--- src/rtsp_pkg.sv ---
// Purpose: shared constants and carriers for the real-time trace status port
// Assumes: one processor clock, 50 MHz
// Notes:   status codes and size markers are 4-bit trace values
package rtsp_pkg;

   localparam int          CLK_FREQ_HZ   = 50000000;
   localparam int          NIB_W         = 4;
   localparam int          WORD_W        = 32;
   localparam int          FIFO_DEPTH    = 4;
   localparam int          OUT_FIFO_DEPTH = 32;
   localparam int          FIFO_STALL_LVL = 3;
   localparam int          NIBS_PER_WORD = 8;

   localparam logic [3:0]  ST_CONTINUE   = 4'h0;
   localparam logic [3:0]  ST_ONE        = 4'h1;
   localparam logic [3:0]  ST_TWO        = 4'h2;
   localparam logic [3:0]  ST_USER       = 4'h3;
   localparam logic [3:0]  ST_PULSE_WDD  = 4'h4;
   localparam logic [3:0]  ST_BRANCH     = 4'h5;
   localparam logic [3:0]  MARK_1BYTE    = 4'h8;

   localparam logic [7:0]  PORT_RESET    = 8'h00;
   localparam logic [3:0]  NIB_RESET     = 4'h0;

   // pipeline event presented by the core each processor cycle
   typedef enum logic [2:0] {
      EV_CONT,
      EV_ONE,
      EV_TWO,
      EV_USER,
      EV_PULSE,
      EV_WRITE_DEBUG_DATA_INSTR,
      EV_BRANCH
   } rtsp_ev_t;

   // captured operand or target with its length in bytes minus one
   typedef struct packed {
      logic [31:0] data;
      logic [1:0]  size;
   } rtsp_cap_t;

endpackage : rtsp_pkg

--- src/rtsp_top.sv ---
// Purpose: real-time trace status port of the debug module
// Assumes: core gives one pipeline event per cycle plus captured values
// Notes:   nibble stream buffered in a 32-entry FIFO before the port
`timescale 1ns/100ps
module rtsp_top
   import rtsp_pkg::*;
(
   input  wire logic        CLOCK,
   input  wire logic        NRST,
   input  wire rtsp_ev_t    EVENT,
   input  wire logic        CAP_OPERAND_EN,
   input  wire logic        CAP_BRANCH_EN,
   input  wire logic        CAP_VALID,
   input  wire rtsp_cap_t   CAP,
   input  wire logic        CAP2_VALID,
   input  wire rtsp_cap_t   CAP2,
   input  wire logic        WDD_VALID,
   input  wire rtsp_cap_t   WDD,
   input  wire logic        BR_VALID,
   input  wire rtsp_cap_t   BR,
   output logic             CORE_STALL,
   output logic [7:0]       TRACE_PORT,
   output logic             TRACE_SAMPLE_CLOCK
);

   ////////////////////////////////////////////////////////////////////////////
   // capture selection and 4-entry word FIFO

   logic                  cap_a_v;
   logic                  cap_b_v;
   rtsp_cap_t             cap_a;
   logic [2:0]            wlevel;
   logic                  wf_in_ready;
   logic                  wf_out_valid;
   logic                  wf_pop;
   logic                  wf_in_valid;
   rtsp_cap_t             wf_out;
   logic                  hold_b;
   rtsp_cap_t             held;

   // write-debug-data bypasses the enables; operands and targets follow config
   always_comb begin
      cap_a_v = 1'b0;
      cap_b_v = 1'b0;
      cap_a   = CAP;
      if (WDD_VALID) begin
         cap_a_v = 1'b1;
         cap_a   = WDD;
      end else if (BR_VALID && CAP_BRANCH_EN) begin
         cap_a_v = 1'b1;
         cap_a   = BR;
      end else if (CAP_VALID && CAP_OPERAND_EN) begin
         cap_a_v = 1'b1;
         cap_b_v = CAP2_VALID;
      end
   end

   // second value of a read-modify-write waits one cycle in a holding slot
   always_ff @(posedge CLOCK or negedge NRST) begin
      if (!NRST) begin
         hold_b <= 1'b0;
         held   <= '0;
      end else if (hold_b && wf_in_ready) begin
         hold_b <= 1'b0;
      end else if (cap_b_v && !CORE_STALL) begin
         hold_b <= 1'b1;
         held   <= CAP2;
      end
   end

   // only a dual capture stalls: against three full entries until two free, and for the cycle its second value is held
   assign CORE_STALL = (cap_b_v && (wlevel >= 3'(FIFO_STALL_LVL))) || hold_b;
   assign wf_in_valid = hold_b || (cap_a_v && !CORE_STALL);

   rtsp_fifo #(.W($bits(rtsp_cap_t)), .D(FIFO_DEPTH)) u_words (
      .clk       (CLOCK),
      .nrst      (NRST),
      .in_valid  (wf_in_valid),
      .in_ready  (wf_in_ready),
      .in_data   (hold_b ? held : cap_a),
      .out_valid (wf_out_valid),
      .out_ready (wf_pop),
      .out_data  (wf_out),
      .level     (wlevel)
   );

   ////////////////////////////////////////////////////////////////////////////
   // nibble sequencer

   typedef enum logic [1:0] {S_STATUS, S_MARK, S_DATA} rtsp_seq_t;

   rtsp_seq_t   seq;
   rtsp_seq_t   next_seq;
   logic [3:0]  status;
   logic [3:0]  nib;
   logic        nib_valid;
   logic        nf_in_ready;
   logic [2:0]  ncnt;
   logic [2:0]  nlast;
   logic        nf_out_valid;
   logic        nf_out_ready;
   logic [3:0]  nf_out;

   // status derived from pipeline event only, never from bus state
   always_comb begin
      case (EVENT)
         EV_CONT:   status = ST_CONTINUE;
         EV_ONE:    status = ST_ONE;
         EV_TWO:    status = ST_TWO;
         EV_USER:   status = ST_USER;
         EV_PULSE:  status = ST_PULSE_WDD;
         EV_WRITE_DEBUG_DATA_INSTR: status = ST_PULSE_WDD;
         EV_BRANCH: status = ST_BRANCH;
         default:   status = ST_CONTINUE;
      endcase
   end

   assign nlast = {wf_out.size, 1'b1};

   // marker and data run back to back; status nibbles only between transfers
   always_comb begin
      next_seq  = seq;
      nib       = status;
      nib_valid = 1'b1;
      wf_pop    = 1'b0;
      case (seq)
         S_STATUS: begin
            // a word taken this cycle gets its marker right after this status
            if (wf_out_valid || wf_in_valid) begin
               next_seq = S_MARK;
            end
         end
         S_MARK: begin
            nib = MARK_1BYTE + {2'b00, wf_out.size};
            if (nf_in_ready) begin
               next_seq = S_DATA;
            end
         end
         S_DATA: begin
            nib = wf_out.data[ncnt*NIB_W +: NIB_W];
            if (nf_in_ready && ncnt == nlast) begin
               wf_pop   = 1'b1;
               next_seq = S_STATUS;
            end
         end
         default: begin
            next_seq = S_STATUS;
         end
      endcase
   end

   always_ff @(posedge CLOCK or negedge NRST) begin
      if (!NRST) begin
         seq <= S_STATUS;
      end else begin
         seq <= next_seq;
      end
   end

   always_ff @(posedge CLOCK or negedge NRST) begin
      if (!NRST) begin
         ncnt <= '0;
      end else if (seq != S_DATA) begin
         ncnt <= '0;
      end else if (nf_in_ready) begin
         ncnt <= ncnt + 1'b1;
      end
   end

   ////////////////////////////////////////////////////////////////////////////
   // nibble FIFO and port packing

   // nibble fifo drains one per cycle; full only absorbs a status burst, ever dropped as idle
   rtsp_fifo #(.W(NIB_W), .D(OUT_FIFO_DEPTH)) u_nibs (
      .clk       (CLOCK),
      .nrst      (NRST),
      .in_valid  (nib_valid),
      .in_ready  (nf_in_ready),
      .in_data   (nib),
      .out_valid (nf_out_valid),
      .out_ready (nf_out_ready),
      .out_data  (nf_out),
      .level     ()
   );

   rtsp_pair u_pair (
      .clk       (CLOCK),
      .nrst      (NRST),
      .nib_valid (nf_out_valid),
      .nib_ready (nf_out_ready),
      .nib       (nf_out),
      .port      (TRACE_PORT),
      .sclk      (TRACE_SAMPLE_CLOCK)
   );

   ////////////////////////////////////////////////////////////////////////////
   // checks

   property p_mark_then_data;
      @(posedge CLOCK) disable iff (!NRST)
      (seq == S_MARK && nf_in_ready) |=> seq == S_DATA;
   endproperty
   a_mark_then_data: assert property (p_mark_then_data)
      else $error("marker not followed by data");

   property p_data_contig;
      @(posedge CLOCK) disable iff (!NRST)
      (seq == S_DATA && nf_in_ready && ncnt != nlast) |=> seq == S_DATA;
   endproperty
   a_data_contig: assert property (p_data_contig)
      else $error("data transfer interrupted");

   // longword length counted in clock edges, not by the sequencer's own counter
   property p_long_len;
      @(posedge CLOCK) disable iff (!NRST)
      (seq == S_MARK && nf_in_ready && wf_out.size == 2'h3)
         |=> (seq == S_DATA) [*8] ##1 seq == S_STATUS;
   endproperty
   a_long_len: assert property (p_long_len)
      else $error("wrong data length");

   // a held second value drains at once, so the stall ends with it
   property p_stall_cause;
      @(posedge CLOCK) disable iff (!NRST)
      hold_b |=> !hold_b;
   endproperty
   a_stall_cause: assert property (p_stall_cause)
      else $error("hold slot not drained");

   property p_no_stall_single;
      @(posedge CLOCK) disable iff (!NRST)
      (!cap_b_v && !hold_b) |-> !CORE_STALL;
   endproperty
   a_no_stall_single: assert property (p_no_stall_single)
      else $error("single capture stalled core");

   property p_wdd_always;
      @(posedge CLOCK) disable iff (!NRST)
      (WDD_VALID && !CORE_STALL) |=> wlevel != 3'h0 || $past(wf_pop);
   endproperty
   a_wdd_always: assert property (p_wdd_always)
      else $error("write-debug-data dropped");

   property p_wdd_marker;
      @(posedge CLOCK) disable iff (!NRST)
      (WDD_VALID && !CORE_STALL && seq == S_STATUS && !wf_out_valid)
         |=> seq == S_MARK && nib == MARK_1BYTE + {2'b00, $past(WDD.size)};
   endproperty
   a_wdd_marker: assert property (p_wdd_marker)
      else $error("write-debug-data marker missing");

   property p_cap_gate;
      @(posedge CLOCK) disable iff (!NRST)
      (!WDD_VALID && !BR_VALID && !CAP_OPERAND_EN) |-> !cap_a_v;
   endproperty
   a_cap_gate: assert property (p_cap_gate)
      else $error("operand captured while disabled");

   property p_status_one;
      @(posedge CLOCK) disable iff (!NRST)
      (EVENT == EV_ONE && seq == S_STATUS) |-> nib == ST_ONE;
   endproperty
   a_status_one: assert property (p_status_one)
      else $error("status 1 missing");

   property p_status_cont;
      @(posedge CLOCK) disable iff (!NRST)
      (EVENT == EV_CONT && seq == S_STATUS) |-> nib == ST_CONTINUE;
   endproperty
   a_status_cont: assert property (p_status_cont)
      else $error("continue code missing");

   property p_status_two;
      @(posedge CLOCK) disable iff (!NRST)
      (EVENT == EV_TWO && seq == S_STATUS) |-> nib == ST_TWO;
   endproperty
   a_status_two: assert property (p_status_two)
      else $error("status 2 missing");

   property p_status_user;
      @(posedge CLOCK) disable iff (!NRST)
      (EVENT == EV_USER && seq == S_STATUS) |-> nib == ST_USER;
   endproperty
   a_status_user: assert property (p_status_user)
      else $error("status 3 missing");

   property p_status_pulse;
      @(posedge CLOCK) disable iff (!NRST)
      (EVENT == EV_PULSE && seq == S_STATUS) |-> nib == ST_PULSE_WDD;
   endproperty
   a_status_pulse: assert property (p_status_pulse)
      else $error("status 4 missing");

   c_long: cover property (@(posedge CLOCK) disable iff (!NRST)
      seq == S_DATA && wf_out.size == 2'h3 && wf_pop);
   c_stall: cover property (@(posedge CLOCK) disable iff (!NRST) CORE_STALL);
   c_wdd: cover property (@(posedge CLOCK) disable iff (!NRST) WDD_VALID && !CORE_STALL);
   c_branch: cover property (@(posedge CLOCK) disable iff (!NRST) BR_VALID && CAP_BRANCH_EN);

endmodule : rtsp_top

--- src/rtsp_fifo.sv ---
// Purpose: generic valid/ready FIFO
// Assumes: synchronous to CLOCK, reset NRST active low
// Notes:   full and empty come straight from the fill count
`timescale 1ns/100ps
module rtsp_fifo #(
   parameter int W = 4,
   parameter int D = 32
) (
   input  wire logic         clk,
   input  wire logic         nrst,
   input  wire logic         in_valid,
   output logic              in_ready,
   input  wire logic [W-1:0] in_data,
   output logic              out_valid,
   input  wire logic         out_ready,
   output logic [W-1:0]      out_data,
   output logic [$clog2(D):0] level
);
   localparam int AW = (D > 1) ? $clog2(D) : 1;

   logic [W-1:0]  mem [D];
   logic [AW-1:0] wp;
   logic [AW-1:0] rp;
   logic          push;
   logic          pop;

   assign in_ready  = (level != D[$clog2(D):0]);
   assign out_valid = (level != '0);
   assign out_data  = mem[rp];
   assign push      = in_valid && in_ready;
   assign pop       = out_valid && out_ready;

   always_ff @(posedge clk) begin
      if (push) begin
         mem[wp] <= in_data;
      end
   end

   always_ff @(posedge clk or negedge nrst) begin
      if (!nrst) begin
         wp    <= '0;
         rp    <= '0;
         level <= '0;
      end else begin
         if (push) begin
            wp <= (wp == AW'(D - 1)) ? '0 : wp + 1'b1;
         end
         if (pop) begin
            rp <= (rp == AW'(D - 1)) ? '0 : rp + 1'b1;
         end
         if (push && !pop) begin
            level <= level + 1'b1;
         end else if (pop && !push) begin
            level <= level - 1'b1;
         end
      end
   end

endmodule : rtsp_fifo

--- src/rtsp_pair.sv ---
// Purpose: pack two trace nibbles into a byte held for two cycles
// Assumes: nibble stream is drained one value per cycle
// Notes:   inserts continue code when the stream is empty
`timescale 1ns/100ps
module rtsp_pair
   import rtsp_pkg::*;
(
   input  wire logic       clk,
   input  wire logic       nrst,
   input  wire logic       nib_valid,
   output logic            nib_ready,
   input  wire logic [3:0] nib,
   output logic [7:0]      port,
   output logic            sclk
);
   logic       phase;
   logic [3:0] first;

   assign nib_ready = 1'b1;

   // phase 0 takes the earlier value, phase 1 the later and updates the byte
   always_ff @(posedge clk or negedge nrst) begin
      if (!nrst) begin
         phase <= 1'b0;
         first <= NIB_RESET;
         port  <= PORT_RESET;
      end else begin
         phase <= ~phase;
         if (!phase) begin
            first <= nib_valid ? nib : ST_CONTINUE;
         end else begin
            port <= {first, nib_valid ? nib : ST_CONTINUE};
         end
      end
   end

   // low while the byte moves, high one cycle later: the rise lands mid window
   always_ff @(posedge clk or negedge nrst) begin
      if (!nrst) begin
         sclk <= 1'b0;
      end else begin
         sclk <= ~phase;
      end
   end

   // the byte only moves at edges where phase was high, so it holds into those edges
   property p_port_hold;
      @(posedge clk) disable iff (!nrst)
      phase |-> $stable(port);
   endproperty
   a_port_hold: assert property (p_port_hold)
      else $error("trace byte changed mid window");

   property p_sclk_mid;
      @(posedge clk) disable iff (!nrst)
      $rose(sclk) |-> $stable(port);
   endproperty
   a_sclk_mid: assert property (p_sclk_mid)
      else $error("sample clock edge not mid window");

endmodule : rtsp_pair

--- config.mk ---
export PLATFORM = sky130hd
export DESIGN_NAME = rtsp_top
export DESIGN_NICKNAME = d
export VERILOG_FILES = /design/src/rtsp_pkg.sv /design/src/rtsp_top.sv /design/src/rtsp_fifo.sv /design/src/rtsp_pair.sv
export SDC_FILE = /design/constraint.sdc
export NUM_CORES = 1
export LEC_CHECK = 0
export ABC_AREA = 1
export BUFFER_PORTS_ARGS = -buffer_cell sky130_fd_sc_hd__buf_2
export CAP_MARGIN = 20
export CORE_UTILIZATION = 46
export CTS_BUF_LIST = sky130_fd_sc_hd__clkbuf_8
export DETAILED_ROUTE_END_ITERATION = 6
export PLACE_DENSITY_LB_ADDON = 0.25
export REMOVE_ABC_BUFFERS = 1
export SETUP_SLACK_MARGIN = 0.5
export SLEW_MARGIN = 20
export SYNTH_ARGS = -nofsm -noshare
export SYNTH_HDL_FRONTEND = slang
export SYNTH_SLANG_ARGS = --single-unit
--- constraint.sdc ---
create_clock -name CLOCK -period 4.05 [get_ports CLOCK]
set_clock_uncertainty 0.15 [all_clocks]
set_input_delay 0.81 -clock CLOCK [delete_from_list [all_inputs] [get_ports CLOCK]]
set_output_delay 0.81 -clock CLOCK [all_outputs]
set_load 0.005 [all_outputs]
# After elaboration in Yosys (flattened, before gate mapping)
# Memory sizes are Yosys's and may differ from the RTL's.
# Cells that the tools add are included.
# totals
reg_bits	76
latch_bits	0
mem_bits_rw	264
romBits	0
inputBits	147
output_inout_bits	10
word_cells	114
n_memories	2
# memory_table
memory	words	width	read_ports	rd_clocked_by_memory_dff	wr	line	text
u_words.mem	4	34	1	0	1	rtsp_fifo.sv:21	logic [W-1:0] mem [D];
u_nibs.mem	32	4	1	0	1	rtsp_fifo.sv:21	
# classes
n_addsub	10
n_mul	0
n_div	0
order_cmp	1
eq_ne	19
shift	1
muxes	34
n_bitwise	2
reduce_logical	31
# ops
cell	n
$mux W34	3
$shiftx A32 B6 Y4	1
$pmux W3 S5	1
$mux W1	14
$logic_and A1 B1 Y1	13
$mux W3	4
$mux W6	2
$add A5 B1 Y5 const B	2
$eq A5 B5 Y1 const B	2
$mux W2	5
$mux W5	2
$eq A3 B3 Y1 const B	3
$ne A2 B2 Y1 const B	4
$pmux W4 S2	1
$reduce_bool A2 Y1	4
$add A3 B1 Y3 const B	2
$add A6 B1 Y6 const B	1
$eq A2 B2 Y1 const B	3
$eq A3 B2 Y1 const B	2
$ne A6 B6 Y1 const B	1
$pmux W2 S3	1
$reduce_bool A6 Y1	1
$sub A6 B1 Y6 const B	1
$logic_not A1 Y1	5
16 further kinds	20

# Longest topological paths before layout
# Gate-level depths: netlist of the first run.
# logic_depth
word_depth	14
depth_mapped	16
ltp_nobuf	16

# Hierarchy
# A second synthesis of the first run with hierarchy kept.
# unflattened
hier_cells	1613
hier_area_um2	15955.3
# by_module_without_submodules
module	instances	cells_each	area_per_inst_um2	seq_area_each_um2
rtsp_fifo at u_nibs	1	612	6402.4	4244.1
rtsp_fifo at u_words	1	455	5810.6	4259.1
rtsp_top	1	495	3228.1	1001.0
rtsp_pair	1	51	514.2	325.3

# Worst setup path before layout of the first run
# OpenSTA, ideal clock, no wires.
# synth_timing
kind	input -> register
start	input port WDD_VALID
end	memory u_words.mem[0][0] (netlist bit), enable pin
setup_time_ps	425
arrival_time_ps	3009
required_time_ps	3475
slack_ps	466
cell_stages	8
path_buffers	1
cell_sequence	buf_6 -> inv_4 -> nand4_2 -> or2_4 -> a21oi_1 -> nor2_1 -> inv_1 -> nor2_1
# synth_between
elab_chain_cells	9
elab_cells_between_ends	10
classes_between	mux: 4; reduce/logical: 6
# synth_lines
element	line	text
start, declared	rtsp_top.sv:17	input wire logic WDD_VALID,
$mux W1	rtsp_top.sv:46	if (WDD_VALID) begin
$logic_and A1 B1 Y1	rtsp_top.sv:72	assign CORE_STALL = (cap_b_v && (wlevel >= 3'(FIFO_STALL_LVL))) || hold_b;
$logic_or A1 B1 Y1	rtsp_top.sv:72	
$logic_not A1 Y1	rtsp_top.sv:73	assign wf_in_valid = hold_b || (cap_a_v && !CORE_STALL);
$logic_and A1 B1 Y1 (*)	rtsp_top.sv:73	
$logic_or A1 B1 Y1 (*)	rtsp_top.sv:73	
$logic_and A1 B1 Y1 (*)	rtsp_fifo.sv:30	assign push = in_valid && in_ready;
via u_words.push	rtsp_fifo.sv:24	logic push;
$mux W1 (*)	rtsp_fifo.sv:34	if (push) begin
$mux W1 (implied by the code) (*)	rtsp_fifo.sv:35	mem[wp] <= in_data;
end, declared	rtsp_fifo.sv:21	
# The timed path passes the listed nets; every way through them passes the cells marked *.

# Worst setup path in the final report of the first run
# layout_timing
start	register u_words.rp[0]
end	register u_words.level[1]
# layout_between
elab_chain_cells	9
elab_cells_between_ends	11
classes_between	eq/ne: 1; mux: 3; reduce/logical: 6; memory: 1
# layout_lines
element	line	text
start, declared	rtsp_fifo.sv:23	logic [AW-1:0] rp;
start signal, assigned	rtsp_fifo.sv:49	rp <= (rp == AW'(D - 1)) ? '0 : rp + 1'b1;
$mem_v2 Z4 W34 (*)	--	
$eq A3 B3 Y1 (*)	rtsp_top.sv:141	if (nf_in_ready && ncnt == nlast) begin
$logic_and A1 B1 Y1 (*)	rtsp_top.sv:141	
$mux W1 (*)	rtsp_top.sv:141	
$mux W1 (*)	rtsp_top.sv:126	case (seq)
$logic_and A1 B1 Y1 (*)	rtsp_fifo.sv:31	assign pop = out_valid && out_ready;
$logic_not A1 Y1	rtsp_fifo.sv:51	if (push && !pop) begin
$logic_and A1 B1 Y1	rtsp_fifo.sv:51	
$mux W3 / $reduce_bool A2 Y1 (equally long branches)	--	
end signal, assigned	rtsp_fifo.sv:52	level <= level + 1'b1;
end signal, assigned	rtsp_fifo.sv:54	level <= level - 1'b1;
end, declared	rtsp_fifo.sv:17	output logic [$clog2(D):0] level
# Every way passes the cells marked *; elsewhere a longest branch is shown, timed or not.
# A chain may end at the register's enable or synchronous reset.

==> results of run 1 <==
metrics by stage:
step	std cells	power [mW]	cell area, um^2	TNS, ns	hold WS, ns
detailed placement	2082	7.675	16570	0	0.3105
finish	2190	10.62	17730	0	0.1018
floorplan	1462	6.635	15050	-83.79	0.2934
global route	2190	11.25	17730	0	0.1183
CTS	2190	10.72	17730	0	0.07605
global placement	2082	7.595	16570	0	0.3049
area by class of cell:
cell class                      count  area (um^2)
Tap cell                          442        553.0
Multi-Input combinational cell    984         4721
Inverter                          138        521.8
Clock inverter                     47        316.6
Clock buffer                       61        839.6
Fill cell                        2945        15050
Timing Repair Buffer              178        948.4
Sequential cell                   340         9831
cell usage in the layout, fill, tap and decap left out, types with 15 or more instances in the layout:
master | netlist | layout
nand2_1 | 371 | 370
edfxtp_1 | 264 | 264
inv_1 | 130 | 159
buf_2 | 30 | 155
nor2_1 | 137 | 133
a21oi_1 | 124 | 122
nand3_1 | 122 | 122
o21ai_0 | 97 | 97
dfrtp_1 | 76 | 75
clkbuf_8 | 0 | 61
o211ai_1 | 35 | 35
o22ai_1 | 25 | 25
ha_1 | 23 | 23
buf_4 | 5 | 23
nor3_1 | 15 | 15
state kept, by name, summed over array words and instances (netlist names), 3 cells and up:
| register | cells |
|---|---|
| u_pair.first | 4 |
| u_nibs.level | 6 |
| u_nibs.wp | 5 |
| ncnt | 3 |
| u_nibs.mem | 128 |
| u_words.level | 3 |
| held | 34 |
| u_words.mem | 136 |
| u_pair.port | 8 |
| u_nibs.rp | 5 |
worst max-delay path, stage by stage (launching register included):
cell     delay [ns]
dfrtp_2        0.59
buf_4          0.52
nand2_1        0.11
nand3_1        0.10
nand2_1        0.07
inv_1          0.07
nor2_1         0.05
nor3_2         0.15
nand3_1        0.21
ha_1           0.26
inv_1          0.09
fa_1           0.41
mux2_2         0.26
kinds of logic (layout without fill, tap and decap cells):
kind of cell | count (synthesis) | after routing | share of synthesized area [%]
AO/OA/AOI/OAI | 295 | 295 | 10.60
XOR/XNOR | 6 | 6 | 0.3401
adder cells (fa/ha/maj) | 24 | 24 | 1.992
buffers and inverters | 220 | 424 | 5.952
flip-flops | 340 | 340 | 63.62
multiplexers | 1 | 1 | 0.07288
AND/OR/NAND/NOR | 658 | 658 | 17.42
power groups by stage:
| stage | Combinational, mW | Sequential [mW] | Clock (mW) |
|---|---|---|---|
| 2_1_floorplan | 1.52 | 5.11 | 0 |
| 3_3_place_gp | 2.55 | 5.05 | 0 |
| 3_5_place_dp | 2.61 | 5.07 | 0 |
| 4_1_cts | 2.62 | 5.00 | 3.10 |
| 5_1_grt | 2.94 | 5.06 | 3.25 |
| 6_report | 2.58 | 5.00 | 3.03 |
synthesized netlist by cell type:
| cell | n | area, um^2 |
|---|---|---|
| nand2_1 | 371 | 1393 |
| edfxtp_1 | 264 | 7928 |
| nor2_1 | 137 | 514.2 |
| inv_1 | 130 | 488.0 |
| a21oi_1 | 124 | 620.6 |
| nand3_1 | 122 | 610.6 |
| o21ai_0 | 97 | 485.5 |
| dfrtp_1 | 76 | 1902 |
| clkbuf_1 | 40 | 150.1 |
| o211ai_1 | 35 | 262.8 |
| buf_2 | 30 | 150.1 |
| o22ai_1 | 25 | 156.4 |
| ha_1 | 23 | 287.8 |
| nor3_1 | 15 | 75.07 |
| o21ai_2 | 10 | 87.58 |
| nand2_2 | 6 | 37.54 |
| buf_4 | 5 | 37.54 |
| buf_1 | 4 | 15.01 |
| clkinv_1 | 4 | 15.01 |
| xor2_1 | 4 | 35.03 |
| inv_2 | 3 | 11.26 |
| nor3_2 | 2 | 20.02 |
| o21ai_1 | 2 | 10.01 |
| xnor2_1 | 2 | 17.52 |
| a211oi_1 | 1 | 7.510 |
| buf_12 | 1 | 20.02 |
| buf_6 | 1 | 11.26 |
| buf_8 | 1 | 15.01 |
| fa_1 | 1 | 20.02 |
| inv_4 | 1 | 6.260 |
| mux2_2 | 1 | 11.26 |
| nand3b_1 | 1 | 7.510 |
| nand4_1 | 1 | 6.260 |
| nand4_2 | 1 | 12.51 |
| o21bai_1 | 1 | 7.510 |
| or2_1 | 1 | 6.260 |
| or2_4 | 1 | 8.760 |
routing by layer:
| layer | vias to the layer above | wire, um |
|---|---|---|
| li1 | 5583 | - |
| met1 | 5434 | 15090 |
| met2 | 329 | 18170 |
| met3 | 54 | 1677 |
| met4 | 0 | 581 |
| met5 | - | 0 |
worst max path at each step:
stage                        startpoint                end  slack (ns)  cells after the start
after global placement        WDD_VALID   u_words.level[1]        0.97                     10
after detailed placement  u_words.rp[0]   u_words.level[1]        0.90                     12
final                     u_words.rp[0]   u_words.level[1]        0.91                     12
after floorplan           CAP_BRANCH_EN  u_words.mem[0][0]       -0.58                      7
after CTS                 u_words.rp[0]   u_words.level[1]        0.91                     12
after global routing      u_words.rp[0]   u_words.level[1]        0.57                     12
==> metrics.cfg, run 1 <==
[global_routing]
gr-total-overflow=0
grt_util_met3_pct=2.969
grt_max_degree=70
first_global_vias=11200
busiest_layer=met2
grtUsageTotal_pct=21.23
antenna_found_initial=0
met1_usage_pct=26.21
grt_util_met2_pct=38.47
grt_pass1_wl_mm=56.95

[floorplanning]
pin_count=157
die_h_um=185.3
dieArea_um2=34320
rows=66
core-area_um2=32780
die_x_um=185.3
initial_utilization_pct=47.13

[timing]
min_period_ns=3.140
max_freq_mhz=318.5
postLayoutSetupSlackWorst_ns=0.9098
finalCritPeriodShare_pct=77.54
relSlewSlack_pct=37.56
report.final.setup_viol=0
worst_pin_slew_ns=0.9367
rsz0062_at_grt=false
hold_violations=0
slew_violations=0

[power]
powerDensity_nw_per_um2=598.9
p_int_mw=7.178
swShare_pct=32.40
pwr-share-comb_pct=24.3
clockPowerShare_pct=28.6
sequentialPowerShare_pct=47.1
power.switching_mw=3.440
ir_drop_mv=0.3502
leakage_nw=7.641

[cells_and_area]
fin_util_pct=54.08
drive_gt1_share_pct=16.30
num-nets-final=1870
syn_to_final_growth_pct=14.76
antenna_cells=0

[cts]
cts_setup_buffers=0
cts_sinks=340
cts_made_buffers=57
cts.path.max_buffers=3
cts.clk_slew.worst_paths_ns=0.06
cts_resized=0
tritoncts=yes
cts-hold-fix-buffers=0
cts-root-buf=clkbuf_8
clk_latency_ns=0.62
htreeDepth=2

[synth]
ys_ff_latch=340
yosysWarnings=0
syn_inst=1544
syn_area_per_cell_um2=10.01
synth.distinct_cells=37
mappedNetlistArea_um2=15450
yosysSeqAreaShare_pct=63.62

[placement]
hpwl_mm=22.29
routabilityCongestion=0.7758
place_ws_ns=0.9009
io_buffer_count=156

[critical_path]
cp.required_ns=4.38
critPathKind=reg -> reg
path_max_fanout=52
start_kind=flop
critPathArrivalTime_ns=3.47
reg2reg_to=u_words.level[1]
end_kind=flop
reg2reg_depth=12
r2r_setup_slack_ns=0.91
r2r_start=u_words.rp[0]

[routing]
avgRoutedWirePerCell_um=16.22
vias=11400
drtIter0Drc=749
routed_wl_mm=35.52
ant_nets=0
drc=5
via_per_inst=5.205
dr.pass1.iters=7

[status]
status=complete, but fails checks
violations=DRC

[min_path]
min_path_type=in -> async

[flow_run]
cap_violations=0

Note: power is estimated with default switching activity, not from simulation.
==> inputs of run 2 (changes only) <==
- ABC_AREA: 1 -> 0
- clock period: 4.05 -> 2.7 ns (I/O delays scaled with it)
==> run 2 against run 1 <==
The flow finishes with violations (setup timing); hold slack worse by 0.044 ns; cell count is 23% lower; combinational power is 68% higher; setup slack worse by 1.1 ns; global-route usage is 1.2 points lower; final area is 2.2% higher; sequential share of layout area is 1.2 points lower; via count is 19% lower; routed wire length is 8.7% lower; total power is 51% higher; non-clock buffer count is 71 higher; synthesized area is 4.3% lower; critical path type unchanged.
==> metrics.cfg, run 2 <==
[cells_and_area]
seq_area_um2=9833  ; was 9831 um^2
fin_area_um2=18130  ; was 17,730 um^2
largest-register=u_words.mem  ; unchanged
multi_input_area_um2=4893  ; was 4721 um^2
largestRegisters=u_words.mem x136, u_nibs.mem x128, held x34  ; unchanged
largest_reg_flops=136  ; unchanged
layout_commonest_cell=edfxtp_1  ; was nand2_1
syn_to_final_growth_pct=22.58  ; was 14.76%
num-nets-final=1422  ; was 1,870
antenna_cells=0  ; unchanged
drive_gt1_share_pct=37.22  ; was 16.30%
fillers=2519  ; was 2,945
final_cell_mix=edfxtp_1, buf_2, nand2_1  ; was nand2_1, edfxtp_1, inv_1
layoutNonFillerInstCount=1697  ; was 2,190

[status]
violations=setup timing  ; was DRC
status=complete, but fails checks  ; unchanged

[cts]
clk_latency_ns=0.56  ; was 0.62 ns
cts-root-buf=clkbuf_8  ; unchanged
cts_sinks=340  ; unchanged
cts_made_buffers=54  ; was 57
tritoncts=yes  ; unchanged
cts.path.max_buffers=3  ; unchanged
cts.clk_slew.worst_paths_ns=0.06  ; about the same
htreeDepth=2  ; unchanged

[synth]
synth_edf_count=264  ; unchanged
yosysWarnings=0  ; unchanged
yosysSeqAreaShare_pct=66.47  ; was 63.62%
synth.distinct_cells=53  ; was 37
ys_ff_latch=340  ; unchanged
async_reset_ff_share_pct=22.35  ; unchanged
yosys.area.top_type=edfxtp_1  ; unchanged
syn_inst=1008  ; was 1,544
synth_common_cells=edfxtp_1, nand2_1, dfrtp_1  ; was nand2_1, edfxtp_1, nor2_1
synth.most_common_cell=edfxtp_1  ; was nand2_1
mappedNetlistArea_um2=14790  ; was 15,450 um^2
synth_top_area_share_pct=53.61  ; was 51.31%
ys.flop_type=edfxtp_1  ; unchanged
syn_area_per_cell_um2=14.67  ; was 10.01 um^2
synth_area_leaders=edfxtp_1, dfrtp_1, mux4_2  ; was edfxtp_1, dfrtp_1, nand2_1

[routing]
dr.pass1.iters=5  ; was 7
via_per_inst=5.453  ; was 5.205
avgRoutedWirePerCell_um=19.10  ; was 16.22 um
drtIter0Drc=556  ; was 749
routed_wl_mm=32.42  ; was 35.52 mm
drc=0  ; was 5
ant_nets=0  ; unchanged
vias=9254  ; was 11,400

[floorplanning]
core-area_um2=31560  ; was 32,780 um^2
die_x_um=181.3  ; was 185.3 um
die_h_um=181.3  ; was 185.3 um
initial_utilization_pct=46.86  ; was 47.13%
pin_count=157  ; unchanged
dieArea_um2=32870  ; was 34,320 um^2
rows=65  ; was 66

[placement]
hpwl_mm=20.63  ; was 22.29 mm
dp.cells=1567  ; was 2,082
place_area_um2=16480  ; was 16,570 um^2
routabilityCongestion=0.7601  ; was 0.7758
io_buffer_count=156  ; unchanged

[global_routing]
gr-total-overflow=0  ; unchanged
antenna_found_initial=0  ; unchanged
grt_pass1_wl_mm=51.34  ; was 56.95 mm
grt_max_degree=69  ; was 70
grtUsageTotal_pct=20.00  ; was 21.23%
first_global_vias=9614  ; was 11,200

[critical_path]
critPathKind=reg -> reg  ; unchanged
crit_buf_inv=1  ; was 3
path_max_fanout=4  ; was 52
slowest_delay_ns=0.57  ; was 0.59 ns
crit_chain=mux4_2 -> xnor2_2 -> nand4_1 -> or3b_4 -> ha_4 -> inv_2 -> fa_2 -> mux2_2  ; was buf_4 -> nand2_1 -> nand3_1 -> nand2_1 -> inv_1 -> nor2_1 -> nor3_2 -> nand3_1 -> ha_1 -> inv_1 -> fa_1 -> mux2_2
r2r_start=u_words.rp[0]  ; unchanged
cp.required_ns=3.00  ; was 4.38 ns
reg2reg_depth=8  ; was 12
crit_slowest_cell=mux4_2  ; was dfrtp_2
critPathLaunch=u_words.rp[0]  ; unchanged
crit_end=u_words.level[1]  ; unchanged
start_kind=flop  ; unchanged
critical_path_depth=8  ; was 12
worst_path_dominant_cell_family=multiplexers  ; was simple AND/OR/NAND/NOR gates
reg2reg_to=u_words.level[1]  ; unchanged
r2r_setup_slack_ns=-0.18  ; was 0.91 ns
end_kind=flop  ; unchanged
critPathArrivalTime_ns=3.18  ; was 3.47 ns

[timing]
finalCritPeriodShare_pct=106.8  ; was 77.54%
hold_violations=0  ; unchanged
rsz0062_at_grt=true  ; was false
worst_pin_slew_ns=0.6239  ; was 0.9367 ns
postLayoutSetupSlackWorst_ns=-0.1842  ; was 0.9098 ns
max_freq_mhz=346.7  ; was 318.5 MHz
min_period_ns=2.884  ; was 3.140 ns
relSlewSlack_pct=58.41  ; was 37.56%
slew_violations=0  ; unchanged
report.final.setup_viol=2  ; was 0

[power]
ir_drop_mv=0.4360  ; was 0.3502 mV
leakage_nw=6.747  ; was 7.641 nW
powerDensity_nw_per_um2=885.0  ; was 598.9 nW/um^2

[min_path]
min_path_type=in -> reg  ; was in -> async

[flow_run]
cap_violations=0  ; unchanged

==> run 2: routing by layer <==
layer | GRT usage (%) | share of wire [%] | vias up
met2 | 35.57 | 52 | 293
met3 | 3.286 | 4.8 | 54
met4 | 6.678 | 2.5 | 0
met5 | 0 | 0 | -
met1 | 24.78 | 41 | 4555
li1 | - | - | 4352
==> run 2: cells by family after synthesis <==
logic type | Yosys count | share of synthesized area, %
flops | 340 | 66.47
mux | 118 | 13.93
compound gates | 177 | 6.710
simple gates | 253 | 7.844
xor+xnor | 13 | 0.7700
fa+ha+maj | 24 | 2.082
buf+inv | 83 | 2.192
==> run 2: final cells by class <==
type | count | share of cell area [%]
clock buffers | 57 | 4.328
clock inverters | 43 | 1.332
inverters | 21 | 0.4625
multi-input cells | 585 | 27.00
flip-flops and latches | 340 | 54.25
well taps | 402 | 2.775
repair buffers | 249 | 9.857
==> run 2: worst min path at each step <==
stage	from	end	slack [ns]	cells after the start
floorplan	NRST	held[0]	0.09	0
global route	CAP2[22]	held[22]	0.03	2
CTS	CAP2[0]	held[0]	0.03	2
global placement	NRST	held[13]	0.30	1
finish	CAP2[15]	held[15]	0.06	2
detailed placement	NRST	held[13]	0.30	1
==> run 2: what timing repair did <==
action,CTS,global route
hold buffers,1,0
buffers inserted,14,8
endpoints found under the setup margin,400,412
hold endpoints to repair,17,0
cloned,4,3
resized for setup,38,32
pin swaps,21,11
==> run 2: report_power, final <==
group,internal (mW),total [mW],switching (mW)
clock network,2.16,4.13,1.97
registers,7.20,7.57,0.375
logic,2.16,4.34,2.18
==> run 2: through the flow <==
stage	setup TNS (ns)	utilization (%)	hold slack (ns)	power, mW	setup slack, ns
final	-0.2124	57.44	0.05805	16.04	-0.1842
after global routing	-5.767	57.44	0.02976	16.83	-0.2610
after CTS	-0.1480	56.74	0.03022	15.95	-0.1480
after detailed placement	-1.857	52.22	0.3013	11.29	-0.1913
after global placement	-0.1549	52.22	0.3019	11.15	-0.1289
after floorplan	-231.99	-	0.09441	9.727	-1.463
